`config.mk`:
```
export PLATFORM = sky130hd
export DESIGN_NAME = tsp_debug_ctrl
export DESIGN_NICKNAME = d
export VERILOG_FILES = /design/src/hdl/tsp_pkg.sv /design/src/hdl/tsp_tp_if.sv /design/src/hdl/tsp_debug_ctrl.sv /design/src/hdl/tsp_test_point.sv
export SDC_FILE = /design/constraint.sdc
export NUM_CORES = 1
export LEC_CHECK = 0
export ABC_AREA = 1
export BUFFER_PORTS_ARGS = -buffer_cell sky130_fd_sc_hd__buf_2
export CAP_MARGIN = 30
export CORE_ASPECT_RATIO = 1.2
export CORE_MARGIN = 2
export CORE_UTILIZATION = 30
export DETAILED_ROUTE_END_ITERATION = 16
export GPL_ROUTABILITY_DRIVEN = 0
export PLACE_DENSITY_LB_ADDON = 0.3
export SYNTH_ARGS = -nofsm -noshare
export SYNTH_HDL_FRONTEND = slang
export SYNTH_SLANG_ARGS = --single-unit
```
`constraint.sdc`:
```
create_clock -name clk_sys -period 4.1 [get_ports clk_sys]
set_input_delay 0.205 -clock clk_sys [delete_from_list [all_inputs] [get_ports clk_sys]]
set_output_delay 0.205 -clock clk_sys [all_outputs]
set_load 0.005 [all_outputs]
```
`src/hdl/tsp_pkg.sv`:
```
// shared constants and types for the test strap and debug control block
// assumes a single clk_sys domain at 20 MHz and an AXI4-Lite register port
package tsp_pkg;
  // clock and timing
  localparam int CLK_PERIOD_NS   = 50;
  localparam int PROJ_SETTLE_NS  = 800;                                      // power ramp step of the projector
  localparam int PROJ_SETTLE_CYC = (PROJ_SETTLE_NS + CLK_PERIOD_NS - 1) / CLK_PERIOD_NS;
  localparam logic [4:0] PROJ_SETTLE_LAST = 5'(PROJ_SETTLE_CYC - 1);

  // register byte addresses
  localparam logic [3:0] ADDR_CTRL   = 4'h0;
  localparam logic [3:0] ADDR_TPSEL  = 4'h4;
  localparam logic [3:0] ADDR_STATUS = 4'h8;

  // control register fields
  localparam int CTRL_FLASH_LSB  = 0;
  localparam int CTRL_GPIO16_OUT = 2;
  localparam int CTRL_GPIO17_OUT = 3;
  localparam int CTRL_GPIO16_OE  = 4;
  localparam int CTRL_GPIO17_OE  = 5;
  localparam logic [31:0] CTRL_RESET  = 32'h0000_0000;
  localparam logic [31:0] CTRL_MASK   = 32'h0000_003F;

  // test point selection: 3-bit source index per output, identity by default
  localparam int TP_WIDTH   = 8;
  localparam int SEL_BITS   = 3;
  localparam logic [23:0] TPSEL_RESET = 24'hFA_C688;

  // status register fields
  localparam int STAT_STRAP_LSB = 0;
  localparam int STAT_DEBUG     = 8;
  localparam int STAT_PROJ_LSB  = 9;
  localparam int STAT_GPIO_LSB  = 11;
  localparam int STAT_PROJECTOR_ON   = 13;

  // AXI responses
  localparam logic [1:0] RESP_OKAY   = 2'b00;
  localparam logic [1:0] RESP_SLVERR = 2'b10;

  // flash size codes held in the control register
  typedef enum logic [1:0] {
    FLASH_32MB  = 2'b00,
    FLASH_64MB  = 2'b01,
    FLASH_128MB = 2'b10,
    FLASH_RSVD  = 2'b11
  } tsp_flash_t;

  // projector power states
  typedef enum logic [1:0] {
    PJ_OFF       = 2'b00,
    PJ_RAMP_UP   = 2'b01,
    PJ_ON        = 2'b10,
    PJ_RAMP_DOWN = 2'b11
  } tsp_proj_t;

  // merge write data into a register under byte strobes
  function automatic logic [31:0] tsp_apply_strb(input logic [31:0] old, input logic [31:0] data,
                                                 input logic [3:0] strb);
    logic [31:0] res;
    res = old;
    for (int b = 0; b < 4; b++) begin
      if (strb[b]) begin
        res[b*8 +: 8] = data[b*8 +: 8];
      end
    end
    return res;
  endfunction
endpackage

```
`src/hdl/tsp_tp_if.sv`:
```
// carrier between the control top and the test point driver
// assumes both ends run on clk_sys
`timescale 1ns/1ps
interface tsp_tp_if;
  logic        powerOnSense;   // system reset released while high
  logic        boardTestTristate;
  logic [23:0] selMap;         // per-output source index
  logic [7:0]  debugSrc;       // processor bus debug signal set
  logic [7:0]  strap;          // captured strap value
  logic        debugMode;      // strap bit 0

  modport ctrl (output powerOnSense, output boardTestTristate, output selMap, output debugSrc,
                input strap, input debugMode);
  modport tp (input powerOnSense, input boardTestTristate, input selMap, input debugSrc,
              output strap, output debugMode);
endinterface // tsp_tp_if

```
`src/hdl/tsp_debug_ctrl.sv`:
```
// test strap, debug test point, shared address pin and projector power control
// assumes AXI4-Lite master on clk_sys, pin inputs synchronous, pads resolve out/oe
`timescale 1ns/1ps
module tsp_debug_ctrl (
  input  wire logic        clk_sys,
  input  wire logic        rst,
  input  wire logic        ce,
  // AXI4-Lite slave
  input  wire logic [3:0]  s_axi_awaddr,
  input  wire logic        s_axi_awvalid,
  output logic             s_axi_awready,
  input  wire logic [31:0] s_axi_wdata,
  input  wire logic [3:0]  s_axi_wstrb,
  input  wire logic        s_axi_wvalid,
  output logic             s_axi_wready,
  output logic [1:0]       s_axi_bresp,
  output logic             s_axi_bvalid,
  input  wire logic        s_axi_bready,
  input  wire logic [3:0]  s_axi_araddr,
  input  wire logic        s_axi_arvalid,
  output logic             s_axi_arready,
  output logic [31:0]      s_axi_rdata,
  output logic [1:0]       s_axi_rresp,
  output logic             s_axi_rvalid,
  input  wire logic        s_axi_rready,
  // strap and test pins
  input  wire logic        powerOnSense,
  input  wire logic        boardTestTristate,
  input  wire logic [7:0]  testPointIn,
  output logic [7:0]       testPointOut,
  output logic [7:0]       testPointOe,
  input  wire logic [7:0]  debugSignals,     // cpu ready, memory select, trans, flash ready, req, accept, done, gate
  // scan outputs exempt from board test tristate
  input  wire logic        scanDataFirst,
  input  wire logic        scanDataSecond,
  output logic             scanOutFirst,
  output logic             scanOutFirstOe,
  output logic             scanOutSecond,
  output logic             scanOutSecondOe,
  // shared gpio / program memory address pins
  input  wire logic        progMemAddrBit21,
  input  wire logic        progMemAddrBit22,
  input  wire logic [1:0]  sharedPinIn,      // bit 0 lower pin, bit 1 upper pin
  output logic [1:0]       sharedPinOut,
  output logic [1:0]       sharedPinOe,
  // projector power control
  input  wire logic        projectorOn,
  output logic             projPowerEn,
  output logic             projImageEn,
  output logic             padOutputEn      // enable for every other output pad
);
  import tsp_pkg::*;

  tsp_tp_if tpBus ();

  // AXI state
  logic        awHave_ff, nxt_awHave;
  logic [3:0]  awAddr_ff, nxt_awAddr;
  logic        wHave_ff,  nxt_wHave;
  logic [31:0] wData_ff,  nxt_wData;
  logic [3:0]  wStrb_ff,  nxt_wStrb;
  logic        bValid_ff, nxt_bValid;
  logic [1:0]  bResp_ff,  nxt_bResp;
  logic        rValid_ff, nxt_rValid;
  logic [1:0]  rResp_ff,  nxt_rResp;
  logic [31:0] rData_ff,  nxt_rData;
  // registers
  logic [31:0] ctrl_ff,   nxt_ctrl;
  logic [23:0] tpSel_ff,  nxt_tpSel;
  // pins
  logic [1:0]  shOut_ff,  nxt_shOut;
  logic [1:0]  shOe_ff,   nxt_shOe;
  logic        scan1_ff,  nxt_scan1;
  logic        scan2_ff,  nxt_scan2;
  // projector
  tsp_proj_t   proj_ff,   nxt_proj;
  logic [4:0]  pjCnt_ff,  nxt_pjCnt;

  logic        wrFire;
  logic        rdFire;
  logic [31:0] statusWord;
  logic [31:0] ctrlWide;
  tsp_flash_t  flashSize;

  // handshakes: accept channels only while ce runs and no response is pending
  assign s_axi_awready = ce && !awHave_ff && !bValid_ff;
  assign s_axi_wready  = ce && !wHave_ff && !bValid_ff;
  assign s_axi_arready = ce && !rValid_ff;
  assign wrFire        = awHave_ff && wHave_ff && !bValid_ff;
  assign rdFire        = s_axi_arvalid && s_axi_arready;
  assign flashSize     = tsp_flash_t'(ctrl_ff[CTRL_FLASH_LSB +: 2]);

  // status word built from live block state
  always_comb begin
    statusWord = 32'h0000_0000;
    statusWord[STAT_STRAP_LSB +: 8] = tpBus.strap;
    statusWord[STAT_DEBUG]          = tpBus.debugMode;
    statusWord[STAT_PROJ_LSB +: 2]  = proj_ff;
    statusWord[STAT_GPIO_LSB +: 2]  = sharedPinIn;
    statusWord[STAT_PROJECTOR_ON]        = projectorOn;
  end

  // next state of the bus slave and the writable registers
  always_comb begin
    nxt_awHave = awHave_ff;
    nxt_awAddr = awAddr_ff;
    nxt_wHave  = wHave_ff;
    nxt_wData  = wData_ff;
    nxt_wStrb  = wStrb_ff;
    nxt_bValid = bValid_ff;
    nxt_bResp  = bResp_ff;
    nxt_rValid = rValid_ff;
    nxt_rResp  = rResp_ff;
    nxt_rData  = rData_ff;
    nxt_ctrl   = ctrl_ff;
    nxt_tpSel  = tpSel_ff;
    ctrlWide   = 32'h0000_0000;
    if (s_axi_awvalid && s_axi_awready) begin
      nxt_awHave = 1'b1;
      nxt_awAddr = s_axi_awaddr;
    end
    if (s_axi_wvalid && s_axi_wready) begin
      nxt_wHave = 1'b1;
      nxt_wData = s_axi_wdata;
      nxt_wStrb = s_axi_wstrb;
    end
    if (wrFire) begin
      nxt_awHave = 1'b0;
      nxt_wHave  = 1'b0;
      nxt_bValid = 1'b1;
      nxt_bResp  = RESP_OKAY;
      case ({awAddr_ff[3:2], 2'b00})
        ADDR_CTRL: begin
          nxt_ctrl = tsp_apply_strb(ctrl_ff, wData_ff, wStrb_ff) & CTRL_MASK;
        end
        ADDR_TPSEL: begin
          ctrlWide  = tsp_apply_strb({8'h00, tpSel_ff}, wData_ff, wStrb_ff);
          nxt_tpSel = ctrlWide[23:0];
        end
        ADDR_STATUS: begin
          nxt_bResp = RESP_OKAY;                            // read-only, write ignored
        end
        default: begin
          nxt_bResp = RESP_SLVERR;
        end
      endcase
    end else if (bValid_ff && s_axi_bready) begin
      nxt_bValid = 1'b0;
    end
    if (rdFire) begin
      nxt_rValid = 1'b1;
      nxt_rResp  = RESP_OKAY;
      case ({s_axi_araddr[3:2], 2'b00})
        ADDR_CTRL:   nxt_rData = ctrl_ff;
        ADDR_TPSEL:  nxt_rData = {8'h00, tpSel_ff};
        ADDR_STATUS: nxt_rData = statusWord;
        default: begin
          nxt_rData = 32'h0000_0000;
          nxt_rResp = RESP_SLVERR;
        end
      endcase
    end else if (rValid_ff && s_axi_rready) begin
      nxt_rValid = 1'b0;
    end
  end

  // bus slave and register flops
  always_ff @(posedge clk_sys) begin
    if (rst) begin
      awHave_ff <= 1'b0;
      awAddr_ff <= 4'h0;
      wHave_ff  <= 1'b0;
      wData_ff  <= 32'h0000_0000;
      wStrb_ff  <= 4'h0;
      bValid_ff <= 1'b0;
      bResp_ff  <= RESP_OKAY;
      rValid_ff <= 1'b0;
      rResp_ff  <= RESP_OKAY;
      rData_ff  <= 32'h0000_0000;
      ctrl_ff   <= CTRL_RESET;
      tpSel_ff  <= TPSEL_RESET;
    end else if (ce) begin
      awHave_ff <= nxt_awHave;
      awAddr_ff <= nxt_awAddr;
      wHave_ff  <= nxt_wHave;
      wData_ff  <= nxt_wData;
      wStrb_ff  <= nxt_wStrb;
      bValid_ff <= nxt_bValid;
      bResp_ff  <= nxt_bResp;
      rValid_ff <= nxt_rValid;
      rResp_ff  <= nxt_rResp;
      rData_ff  <= nxt_rData;
      ctrl_ff   <= nxt_ctrl;
      tpSel_ff  <= nxt_tpSel;
    end
  end

  assign s_axi_bvalid = bValid_ff;
  assign s_axi_bresp  = bResp_ff;
  assign s_axi_rvalid = rValid_ff;
  assign s_axi_rresp  = rResp_ff;
  assign s_axi_rdata  = rData_ff;

  // shared pin roles by flash size, scan output retiming
  always_comb begin
    nxt_shOut = {ctrl_ff[CTRL_GPIO17_OUT], ctrl_ff[CTRL_GPIO16_OUT]};
    nxt_shOe  = {ctrl_ff[CTRL_GPIO17_OE],  ctrl_ff[CTRL_GPIO16_OE]};
    case (flashSize)
      FLASH_64MB: begin
        nxt_shOut[0] = progMemAddrBit21;
        nxt_shOe[0]  = 1'b1;
      end
      FLASH_128MB: begin
        nxt_shOut = {progMemAddrBit22, progMemAddrBit21};
        nxt_shOe  = 2'b11;
      end
      default: begin
        nxt_shOut = nxt_shOut;                              // gpio roles kept
      end
    endcase
    nxt_scan1 = scanDataFirst;
    nxt_scan2 = scanDataSecond;
  end

  // pin flops
  always_ff @(posedge clk_sys) begin
    if (rst) begin
      shOut_ff <= 2'b00;
      shOe_ff  <= 2'b00;
      scan1_ff <= 1'b0;
      scan2_ff <= 1'b0;
    end else if (ce) begin
      shOut_ff <= nxt_shOut;
      shOe_ff  <= nxt_shOe;
      scan1_ff <= nxt_scan1;
      scan2_ff <= nxt_scan2;
    end
  end

  assign sharedPinOut    = shOut_ff;
  assign sharedPinOe     = shOe_ff & {2{!boardTestTristate}};
  assign scanOutFirst    = scan1_ff;
  assign scanOutFirstOe  = 1'b1;
  assign scanOutSecond   = scan2_ff;
  assign scanOutSecondOe = 1'b1;
  assign padOutputEn     = !boardTestTristate;

  // projector power sequencer
  always_comb begin
    nxt_proj  = proj_ff;
    nxt_pjCnt = pjCnt_ff;
    case (proj_ff)
      PJ_OFF: begin
        if (projectorOn) begin
          nxt_proj  = PJ_RAMP_UP;
          nxt_pjCnt = 5'h00;
        end
      end
      PJ_RAMP_UP: begin
        nxt_pjCnt = pjCnt_ff + 5'h01;
        if (!projectorOn) begin
          nxt_proj  = PJ_RAMP_DOWN;
          nxt_pjCnt = 5'h00;
        end else if (pjCnt_ff == PROJ_SETTLE_LAST) begin
          nxt_proj = PJ_ON;
        end
      end
      PJ_ON: begin
        if (!projectorOn) begin
          nxt_proj  = PJ_RAMP_DOWN;
          nxt_pjCnt = 5'h00;
        end
      end
      PJ_RAMP_DOWN: begin
        nxt_pjCnt = pjCnt_ff + 5'h01;
        if (pjCnt_ff == PROJ_SETTLE_LAST) begin
          nxt_proj = PJ_OFF;
        end
      end
      default: begin
        nxt_proj = PJ_OFF;
      end
    endcase
  end

  // projector flops
  always_ff @(posedge clk_sys) begin
    if (rst) begin
      proj_ff  <= PJ_OFF;
      pjCnt_ff <= 5'h00;
    end else if (ce) begin
      proj_ff  <= nxt_proj;
      pjCnt_ff <= nxt_pjCnt;
    end
  end

  assign projPowerEn = (proj_ff != PJ_OFF);
  assign projImageEn = (proj_ff == PJ_ON);

  // test point strap and driver
  assign tpBus.powerOnSense      = powerOnSense;
  assign tpBus.boardTestTristate = boardTestTristate;
  assign tpBus.selMap            = tpSel_ff;
  assign tpBus.debugSrc          = debugSignals;

  tsp_test_point tsp_test_point_inst (
    .clk_sys (clk_sys),
    .rst     (rst),
    .ce      (ce),
    .tpIn    (testPointIn),
    .tpOut   (testPointOut),
    .tpOe    (testPointOe),
    .ifc     (tpBus.tp)
  );
endmodule // tsp_debug_ctrl

```
`src/hdl/tsp_test_point.sv`:
```
// test point strap capture and output driver
// assumes pin inputs synchronous to clk_sys; pads resolve level from out and oe
`timescale 1ns/1ps
module tsp_test_point (
  input  wire logic                       clk_sys,
  input  wire logic                       rst,
  input  wire logic                       ce,
  input  wire logic [tsp_pkg::TP_WIDTH-1:0] tpIn,
  output logic      [tsp_pkg::TP_WIDTH-1:0] tpOut,
  output logic      [tsp_pkg::TP_WIDTH-1:0] tpOe,
  tsp_tp_if.tp                            ifc
);
  import tsp_pkg::*;

  logic       posPrev_ff, nxt_posPrev;
  logic [7:0] strap_ff,   nxt_strap;
  logic [7:0] tpOut_ff,   nxt_tpOut;
  logic       oeOn_ff,    nxt_oeOn;
  logic [7:0] routed;
  logic       posRise;

  // route each output from its selected debug source
  always_comb begin
    routed = 8'h00;
    for (int i = 0; i < TP_WIDTH; i++) begin
      routed[i] = ifc.debugSrc[ifc.selMap[i*SEL_BITS +: SEL_BITS]];
    end
  end

  assign posRise = ifc.powerOnSense && !posPrev_ff;

  // next state: strap capture, output enable, output data
  always_comb begin
    nxt_posPrev = ifc.powerOnSense;
    nxt_strap   = strap_ff;
    if (!ifc.powerOnSense) begin
      nxt_strap = 8'h00;
    end else if (posRise) begin
      nxt_strap = tpIn;
    end
    nxt_oeOn  = ifc.powerOnSense && !posRise;
    nxt_tpOut = 8'h00;
    if (strap_ff[0] && oeOn_ff) begin
      nxt_tpOut = routed;
    end
  end

  // registers, frozen while ce is low
  always_ff @(posedge clk_sys) begin
    if (rst) begin
      posPrev_ff <= 1'b0;
      strap_ff   <= 8'h00;
      oeOn_ff    <= 1'b0;
      tpOut_ff   <= 8'h00;
    end else if (ce) begin
      posPrev_ff <= nxt_posPrev;
      strap_ff   <= nxt_strap;
      oeOn_ff    <= nxt_oeOn;
      tpOut_ff   <= nxt_tpOut;
    end
  end

  // pins and status toward the top
  assign tpOut         = tpOut_ff;
  assign tpOe          = {TP_WIDTH{oeOn_ff && !ifc.boardTestTristate}};
  assign ifc.strap     = strap_ff;
  assign ifc.debugMode = strap_ff[0];
endmodule // tsp_test_point

```
* Word-level counts from Yosys, hierarchy flattened *
Index checks and enable logic that the tools add are counted.

word-level totals
  register bits after elaboration = 132
  output and inout port bits = 68

cells by class
  add/sub/neg operators = 1
  equality and inequality tests = 15
  bitwise operators = 1
  multiplexer cells = 44
  reductions and logical operators = 49
  magnitude comparators = 8

operator list
  operator               count
  $pmux W24 S3           1
  $lt A3 B4 Y1 const B   8
  $bmux W1 S3            8
  $mux W8                3
  $mux W1                20
  $pmux W5 S4            1
  $reduce_and A2 Y1      9
  $logic_and A1 B1 Y1    16
  $reduce_and A4 Y1      4
  $mux W5                3
  $mux W2                7
  $eq A2 B2 Y1 const B   5
  $reduce_bool A2 Y1     5
  $eq A2 B1 Y1 const B   4
  $pmux W2 S4            1
  $logic_not A1 Y1       7
  $logic_not A2 Y1       3
  $ne A2 B2 Y1 const B   3
  $reduce_or A3 Y1       2
  $add A5 B1 Y5 const B  1
  $eq A5 B4 Y1 const B   1
  $reduce_and A5 Y1      1
  $ne A3 B3 Y1 const B   1
  $reduce_and A3 Y1      1
  other kinds (3)        3

* Depth between registers and ports, before layout *
Gate-level depths: netlist (run 1).

  depth after elaboration = 6
  mapped depth = 9
  mapped depth without buffers = 9

* Hierarchy *
Synthesis (run 1) repeated with hierarchy kept, for this count alone.

second synthesis, totals
  cells, all modules = 811
  area, all modules = 5,741.8 µm²

by module, submodules not included
  module          cells each  times used  area an instance (µm²)
  tsp_debug_ctrl  585         1           4,390.5
  tsp_test_point  226         1           1,351.3

* Least setup slack after synthesis (run 1) *
No wires, ideal clock.

  path type = register to register
  start = register proj_ff[0]
  end = register proj_ff[1]
  setup time = 0.116 ns
  data required time = 3.984 ns
  path buffers = 0
  data arrival time = 1.365 ns
  stages on the path, launching flop included = 9
  slack = 2.620 ns
  cell sequence = dfxtp_1 inv_1 ha_1 nand2_1 nand3_1 inv_1 o21ai_0 o21ai_0 nor2_1

between the ends
  longest elaborated chain between the ends = 3
  elaborated cells between the ends (all ways) = 10
  those cells by class = eq/ne (7); mux (1); reduce/logical (2)

ends and longest elaborated chain
  what                                line                   source
  start, declared                     tsp_debug_ctrl.sv:76   tsp_proj_t proj_ff, nxt_proj;
  start signal, assigned              tsp_debug_ctrl.sv:292  proj_ff <= nxt_proj;
  $eq A2 B2 Y1 (*)                    --
  via projImageEn                     tsp_debug_ctrl.sv:49   output logic projImageEn,
  $ne A2 B2 Y1 (no source line)       --
  $reduce_and A5 Y1 (no source line)  --

The timed path passes the listed nets; every way through them passes the cells marked *.
A chain may end at the register's enable or synchronous reset.

* Worst setup path in the final report (run 1) *
  start = input ce
  end = register wData_ff[19]

between the ends
  longest elaborated chain between the ends = 4

ends and longest elaborated chain
  what                                    line                   source
  start, declared                         tsp_debug_ctrl.sv:7    input wire logic ce,
  $logic_and A1 B1 Y1 (2 in series)       tsp_debug_ctrl.sv:87   assign s_axi_wready = ce && !wHave_ff && !bValid_ff;
  $logic_and A1 B1 Y1                     tsp_debug_ctrl.sv:122  if (s_axi_wvalid && s_axi_wready) begin
  $reduce_and A2 Y1 (no source line) (*)  --
  end signal, assigned                    tsp_debug_ctrl.sv:186  wData_ff <= nxt_wData;
  end, declared                           tsp_debug_ctrl.sv:60   logic [31:0] wData_ff, nxt_wData;

Every way passes the cells marked *; elsewhere a longest branch is shown, timed or not.

==> summary.md, run 1 <==
| Metric | Value |
|---|---|
| CTS Buf Count | `17` |
| Largest area contributor in the netlist | `dfxtp_1` |
| Top post-synthesis cells by area | `dfxtp_1, nand2_1, nand3_1` |
| Combinational power share | `8.3%` |
| Startpoint class of the critical path | `input pin` |
| Most Crowded Layer GR | `met2` |
| Diode count | `0` |
| Initial antenna violation count | `0` |
| Utilization of the core after routing | `37.8%` |
| Simple-Gate Fraction of Synth Area | `27.8%` |
| Yosys warns | `0` |
| Via-per-instance ratio | `4.71` |
| Crit path capture type | `register` |
| Tcrit/Tclk final | `51.2%` |
| Die height | `150 um` |
| Clock sinks | `120` |
| WP data required | `4400 ps` |
| Overall Power | `0.00303 W` |
| Horiz. Die Dim | `126 um` |
| Clock slew at reported path FFs | `60 ps` |
| Setup TNS | `0 ps` |
| Worst path cell trace | `buf_2 -> inv_2 -> or2_4 -> nor2_4 -> nand2_1 -> clkinv_4 -> nor2_1 -> nor2_1` |
| Layout cell share with drive strength beyond 1 | `18.6%` |
| Max Slew Vio Count | `0` |
| Post-layout minimum cycle time | `2100 ps` |
| Pwr dens | `458 nW/um2` |
| Register-to-Register Path Depth | `6` |
| Cells after Synth | `758` |
| Most common cell on crit path | `nor2_1` |
| TritonCTS clock tree | `yes` |
| Vias in the first global route | `4690` |
| Xor/xnor share of the synthesized area | `0.163%` |
| Syn Area/Cell | `7.08 um2` |
| Vias | `5134` |
| Worst Max-Slew Pin Slew | `968 ps` |
| Core footprint | `17500 um2` |
| Max Clock Skew | `5.89 ps` |
| Global Route met3 Usage | `3.59%` |
| Hold-fix buffers at CTS | `0` |
| Sw Share | `24.7%` |
| Yosys top cell area share | `44.8%` |
| Dpl hpwl | `10600 um` |
| Largest net degree at the start of global routing | `44` |
| # port buffers | `119` |
| Hold depth | `3` |
| VDD IR-drop max | `0.000256 V` |
| HP Class | `input pin to register` |
| H-tree Lvls | `4` |
| Reg2Reg Launch Point | `s_axi_bvalid` |
| Slowest-stage cell, CP | `nand2_1` |
| Post-Syn Area | `5370 um2` |
| Nets | `941` |
| Met2 Track Usage GR | `25.8%` |
| Final setup vio count | `0` |
| Critical Path AT | `2400 ps` |
| Reg power frac | `41.1%` |
| Psw | `0.000750 W` |
| Clock buffer depth | `2` |
| DRT Wirelength | `14800 um` |
| CP Max Fanout | `29` |
| Grt ovf | `0` |
| Iter 0 DRT Violations | `328` |
| Unrepaired setup endpoints after global routing | `false` |
| Highest Clock Rate | `476 MHz` |
| Post-synth EDFFs | `0` |
| Final hold viol count | `0` |
| Status | `finished, final reports clean` |
| # DRC | `0` |
| Crit-path max cell delay | `680 ps` |
| Rows | `53` |
| Post-CTS Resized | `0` |
| Worst setup path class | `input pin to register` |
| Area grow syn2layout | `23.2%` |
| Largest family of logic cells by synthesized area | `simple AND/OR/NAND/NOR gates` |
| List of most frequent post-synthesis cells | `nand2_1, dfxtp_1, nand3_1` |
| Worst hold start | `scanDataSecond` |
| First-pass GRT wire length | `23900 um` |
| Initial Util | `30.6%` |
| LEAKAGE | `2.98 nW` |
| WHS Endpoint | `scanOutSecond` |
| Most frequent cell after synthesis | `nand2_1` |
| Die area | `19000 um2` |
| Rel. slew slack | `35.2%` |
| Internal power | `0.00228 W` |
| Post-DRT Antenna Nets | `0` |
| Ports | `145` |
| Clk root buf | `clkbuf_16` |
| Primary FF master, synth | `dfxtp_1` |
| Post-synthesis mux area share | `0%` |
| M1 GR Usage | `20.8%` |
| Max-cap violation count | `0` |
| Synth Register Bits | `120` |
| Sequential area share after synthesis | `44.8%` |
| Synth cell types | `31` |
| TritonRoute pass-1 iters | `6` |
| Setup Buffers After CTS | `0` |
| Worst flop-to-flop path endpoint | `wData_ff[19]` |
| Fraction of registers with async set or reset after synthesis | `0%` |
| Clk network pwr share | `50.5%` |
| Reg2reg setup slack | `2100 ps` |
| Global Route Usage Sum | `15.8%` |
| Post-Synth Adder-Cell Area | `1.63%` |
| Synth Area in Compound Gates | `15.0%` |
| Routed WL per cell | `13.6 um` |
| Clk_lat worst skew | `410 ps` |
## worst max-delay path, delay by kind of cell
family	cells	cell delay, ps
buffers and inverters	3	980
and+or+nand+nor	5	1190
## metrics by stage
step / instances / hold WS, ps / cell area (um2) / setup WS, ps
after floorplan: 768 / 340 / 5400 / 2620
after global placement: 1057 / 431 / 5990 / 1550
after detailed placement: 1058 / 439 / 6000 / 1500
after CTS: 1090 / 11.0 / 6610 / 1940
after global routing: 1090 / 24.9 / 6610 / 1750
final: 1090 / 22.2 / 6610 / 2000
## flip-flops by register name, summed over array words and instances (netlist names)
register and cells:
s_axi_rvalid 1, tsp_test_point_inst.tpOut 8, scanOutSecond 1, wHave_ff 1, tsp_test_point_inst.ifc.strap 8, s_axi_rresp 1
s_axi_bvalid 1, tsp_test_point_inst.oeOn_ff 1, wData_ff 24, shOe_ff 2, s_axi_rdata 24, awAddr_ff 2
wStrb_ff 3, sharedPinOut 2, proj_ff 2, awHave_ff 1, ctrl_ff 6, pjCnt_ff 5
s_axi_bresp 1, tsp_test_point_inst.posPrev_ff 1, tpBus.selMap 24, scanOutFirst 1
## layout make-up
| type | count | area, um2 |
|---|---|---|
| Fill cell | 1935 | 10900 |
| Multi-Input combinational cell | 527 | 2440 |
| Sequential cell | 120 | 2400 |
| Timing Repair Buffer | 122 | 616 |
| Clock buffer | 18 | 439 |
| Tap cell | 220 | 275 |
| Inverter | 69 | 264 |
| Clock inverter | 14 | 174 |
## cell usage in the layout, fill, tap and decap left out, types with 3 or more instances in the layout
| master | n |
|---|---|
| o21ai_1 | 14 |
| inv_1 | 64 |
| o21ai_0 | 62 |
| dfxtp_1 | 120 |
| buf_2 | 120 |
| conb_1 | 12 |
| clkinv_4 | 4 |
| nor3_1 | 9 |
| nand3b_1 | 6 |
| o211ai_1 | 7 |
| a21oi_1 | 68 |
| nand3_1 | 97 |
| bufinv_16 | 3 |
| nor2_1 | 82 |
| ha_1 | 7 |
| clkbuf_16 | 17 |
| nand2_1 | 152 |
| inv_2 | 3 |
| clkinvlp_4 | 4 |
## power by group through the flow
stage	clock [W]	combinational [W]	sequential, W
after floorplan	0	0.000176	0.00126
after global placement	0	0.000254	0.00127
after detailed placement	0	0.000255	0.00127
after CTS	0.00155	0.000256	0.00125
after global routing	0.00161	0.000291	0.00125
final	0.00153	0.000252	0.00125
## metal layers
| metal | vias to the layer above | wire length (um) |
|---|---|---|
| met5 | - | 0 |
| met4 | 0 | 183 |
| met3 | 13 | 700 |
| met2 | 133 | 6920 |
| met1 | 2329 | 6990 |
| li1 | 2659 | - |
## cells by family after synthesis
| kind of cell | after synthesis |
|---|---|
| flip-flops | 120 |
| AND/OR/NAND/NOR | 351 |
| AO/OA/AOI/OAI | 156 |
| XOR/XNOR | 1 |
| other | 2 |
| buffers and inverters | 121 |
| adder cells (fa/ha/maj) | 7 |
## how the worst max path moves through the flow
stage / from / to / slack, ps
floorplan: proj_ff[0] / proj_ff[1] / 2620
global placement: ce / wData_ff[8] / 1550
detailed placement: ce / wData_ff[20] / 1500
CTS: ce / wData_ff[20] / 1940
global route: ce / wData_ff[3] / 1750
finish: ce / wData_ff[19] / 2000
No activity file was read; power rests on OpenSTA's default activity.
==> run 2: changes to the inputs <==
- ABC_AREA: 1 -> 0
- clock period: 4.1 -> 2 ns (I/O delays scaled with it)
==> run 2 against run 1 <==
- critical path depth down 2
- register-to-register slack got worse by 2000 ps
- sequential share of layout area fell by 2.9 points
- cell count shrank 6.3%
- cell area grew 8.7%
==> summary.md, run 2 <==
| Metric | Value |
|---|---|
| Ports | `145 (unchanged)` |
| Most frequent cells in the layout | `dfxtp_1, buf_2, nand2_1` |
| VDD IR-drop max | `0.000541 V (+110%)` |
| Synth Register Bits | `120 (unchanged)` |
| Yosys top cell area share | `43.6% (-1.2 points)` |
| Max Slew Vio Count | `0 (unchanged)` |
| Largest area contributor in the netlist | `dfxtp_1` |
| Startpoint class of the critical path | `register` |
| Max layer used | `met4` |
| Initial Util | `30.4% (-0.21 points)` |
| Die area | `19500 um2 (+2.6%)` |
| Max Clock Skew | `7.26 ps (+1.36 ps)` |
| Vias in the first global route | `4399 (-6.2%)` |
| Area grow syn2layout | `30.4%` |
| Sequential area share after synthesis | `43.6% (-1.2 points)` |
| Crit-path max cell delay | `520 ps (-160 ps)` |
| Crit path capture type | `register` |
| Multi-input gate area | `2770 um2 (+13%)` |
| Slowest-stage cell, CP | `or4_1` |
| Met2 Wirelength | `6800 um (-1.7%)` |
| Primary FF master, synth | `dfxtp_1` |
| Clock slew at reported path FFs | `60 ps (about the same)` |
| Pwr dens | `862 nW/um2 (+88%)` |
| Worst Max-Slew Pin Slew | `608 ps (-360 ps)` |
| Dpl hpwl | `10300 um (-2.8%)` |
| Setup TNS | `0 ps (unchanged)` |
| Routed WL per cell | `14.1 um (+3.8%)` |
| Worst path cell trace | `inv_1 -> ha_1 -> mux2i_2 -> nand2_2 -> or4_1 -> a21oi_1` |
| Max-cap violation count | `0 (unchanged)` |
| Final hold viol count | `0 (unchanged)` |
| Most frequent cell after synthesis | `dfxtp_1` |
| CTS Buf Count | `17 (unchanged)` |
| Post-DRT Antenna Nets | `0 (unchanged)` |
| Iter 0 DRT Violations | `257 (-22%)` |
| Wl on met1 | `6830 um (-2.3%)` |
| DP Area | `6200 um2 (+3.3%)` |
| Synth cell types | `39 (+26%)` |
| Diode count | `0 (unchanged)` |
| Unrepaired setup endpoints after global routing | `false` |
| DRT Wirelength | `14400 um (-2.7%)` |
| Clock sinks | `120 (unchanged)` |
| TritonRoute pass-1 iters | `5 (-1)` |
| Top post-synthesis cells by area | `dfxtp_1, mux2i_1, a21oi_1` |
| Clk root buf | `clkbuf_16` |
| LEAKAGE | `3.01 nW (+0.86%)` |
| Number of fill cells | `1868 (-3.5%)` |
| Highest Clock Rate | `534 MHz` |
| Fraction of registers with async set or reset after synthesis | `0% (unchanged)` |
| Clk_lat worst skew | `410 ps (about the same)` |
| # port buffers | `119 (unchanged)` |
| Rel. slew slack | `59.3% (+24 points)` |
| Worst setup path class | `register to register` |
| Status | `finished, final reports clean` |
| Pre-CTS setup slack | `122 ps (-1380 ps)` |
| Met3 WL | `596 um (-15%)` |
| First-pass GRT wire length | `22900 um (-4.3%)` |
| Tcrit/Tclk final | `93.6%` |
| Final setup vio count | `0 (unchanged)` |
| Initial antenna violation count | `0 (unchanged)` |
| FF/Latch Area | `2400 um2 (about the same)` |
| Rows | `54 (+1.9%)` |
| Yosys warns | `0 (unchanged)` |
| # DRC | `0 (unchanged)` |
| Post-Syn Area | `5510 um2 (+2.7%)` |
| Utilization of the core after routing | `39.7% (+1.9 points)` |
| Die height | `152 um (+1.3%)` |
| Overall Power | `0.00620 W (+100%)` |
| Most common cell after layout, fill and taps aside | `dfxtp_1` |
| List of most frequent post-synthesis cells | `dfxtp_1, nand2_1, nor2_1` |
| Largest net degree at the start of global routing | `68 (+55%)` |
| Post-synth EDFFs | `0 (unchanged)` |
| Vias | `4841 (-5.7%)` |
| Post-route setup slack | `127 ps (-1870 ps)` |
| Setup Buffers After CTS | `0 (unchanged)` |
| Critical Path AT | `2210 ps (-190 ps)` |
| Cells after Synth | `654 (-14%)` |
| TritonCTS clock tree | `yes` |
| WP data required | `2340 ps (-2060 ps)` |
| Layout cell share with drive strength beyond 1 | `22.0% (+3.3 points)` |
| H-tree Lvls | `4 (unchanged)` |
| Post-layout minimum cycle time | `1870 ps` |
| Global Route Usage Sum | `14.7% (-1.1 points)` |
| Horiz. Die Dim | `128 um (+1.3%)` |
| HP Class | `input pin to register` |
| Grt ovf | `0 (unchanged)` |
| Syn Area/Cell | `8.43 um2 (+19%)` |
| Via-per-instance ratio | `4.74 (+0.67%)` |
| Finished Cell Area | `7190 um2 (+8.7%)` |
| CP Max Fanout | `9 (-69%)` |
| Core footprint | `18100 um2 (+3.4%)` |
| Clock buffer depth | `2 (unchanged)` |
| Nets | `868 (-7.8%)` |
[run 2: changes by cell type after synthesis, moves of 10 or more]
cell,delta
clkbuf_1,+18
nand2_1,-66
nand3_1,-67
nand3b_1,+10
o21ai_1,-14
mux2i_1,+57
nor3_1,+20
inv_1,-57
o21ai_0,-60
nor2b_1,+21
[run 2: critical path: cells and delay by family, from the launching register on]
family / cells / cell delay, ps
simple gates: 2 / 680
flops: 1 / 390
mux: 1 / 230
compound gates: 1 / 140
buf+inv: 1 / 110
fa+ha+maj: 1 / 250
[run 2: area by class of cell]
class / instances / area share, %
Multi-Input combinational cell: 465 / 38.5
Timing Repair Buffer: 172 / 15.4
Inverter: 8 / 0.418
Clock buffer: 17 / 5.92
Sequential cell: 120 / 33.4
Tap cell: 224 / 3.90
Clock inverter: 15 / 2.49
[run 2: path summary, 6_finish.rpt]
path	depth (start not counted)	slack [ps]	from	to
setup / recovery	6	130	proj_ff[0]	pjCnt_ff[3]
hold / removal	4	30	testPointIn[2]	tsp_test_point_inst.ifc.strap[2]
setup reg to reg	6	130	proj_ff[0]	pjCnt_ff[3]
hold reg to reg	2	450	tsp_test_point_inst.tpOut[4]	tsp_test_point_inst.tpOut[4]
[run 2: repair_timing]
item                                   in CTS  in global routing
gates resized for setup                     0                  2
endpoints found under the hold margin      38                  0
hold buffers                               38                  0
setup endpoints to repair                   0                  3
[run 2: kinds of logic (layout without fill, tap and decap cells)]
group / count (synthesis) / in the layout / synth area share, %
and+or+nand+nor: 277 / 277 / 24.3
DFF: 120 / 120 / 43.6
AOI/OAI and AO/OA: 112 / 112 / 12.8
buffers and inverters: 79 / 212 / 7.22
muxes: 57 / 57 / 10.4
adders and majority gates: 7 / 7 / 1.59
other: 2 / 12 / 0.136
[run 2: through the flow]
stage,hold WS (ps),instances
floorplan,227,664
global placement,335,950
detailed placement,346,951
CTS,19.8,1021
global route,56.4,1021
finish,29.2,1021
[run 2: metal layers]
metal,GRT usage [%],vias up
li1,-,2513
met5,0,-
met3,3.05,10
met4,4.87,0
met1,19.6,2215
met2,23.8,103
[run 2: where the power goes]
group	internal, W	switching, W
clock network	0.00196	0.00114
registers	0.00247	0.0000582
logic	0.000262	0.000307
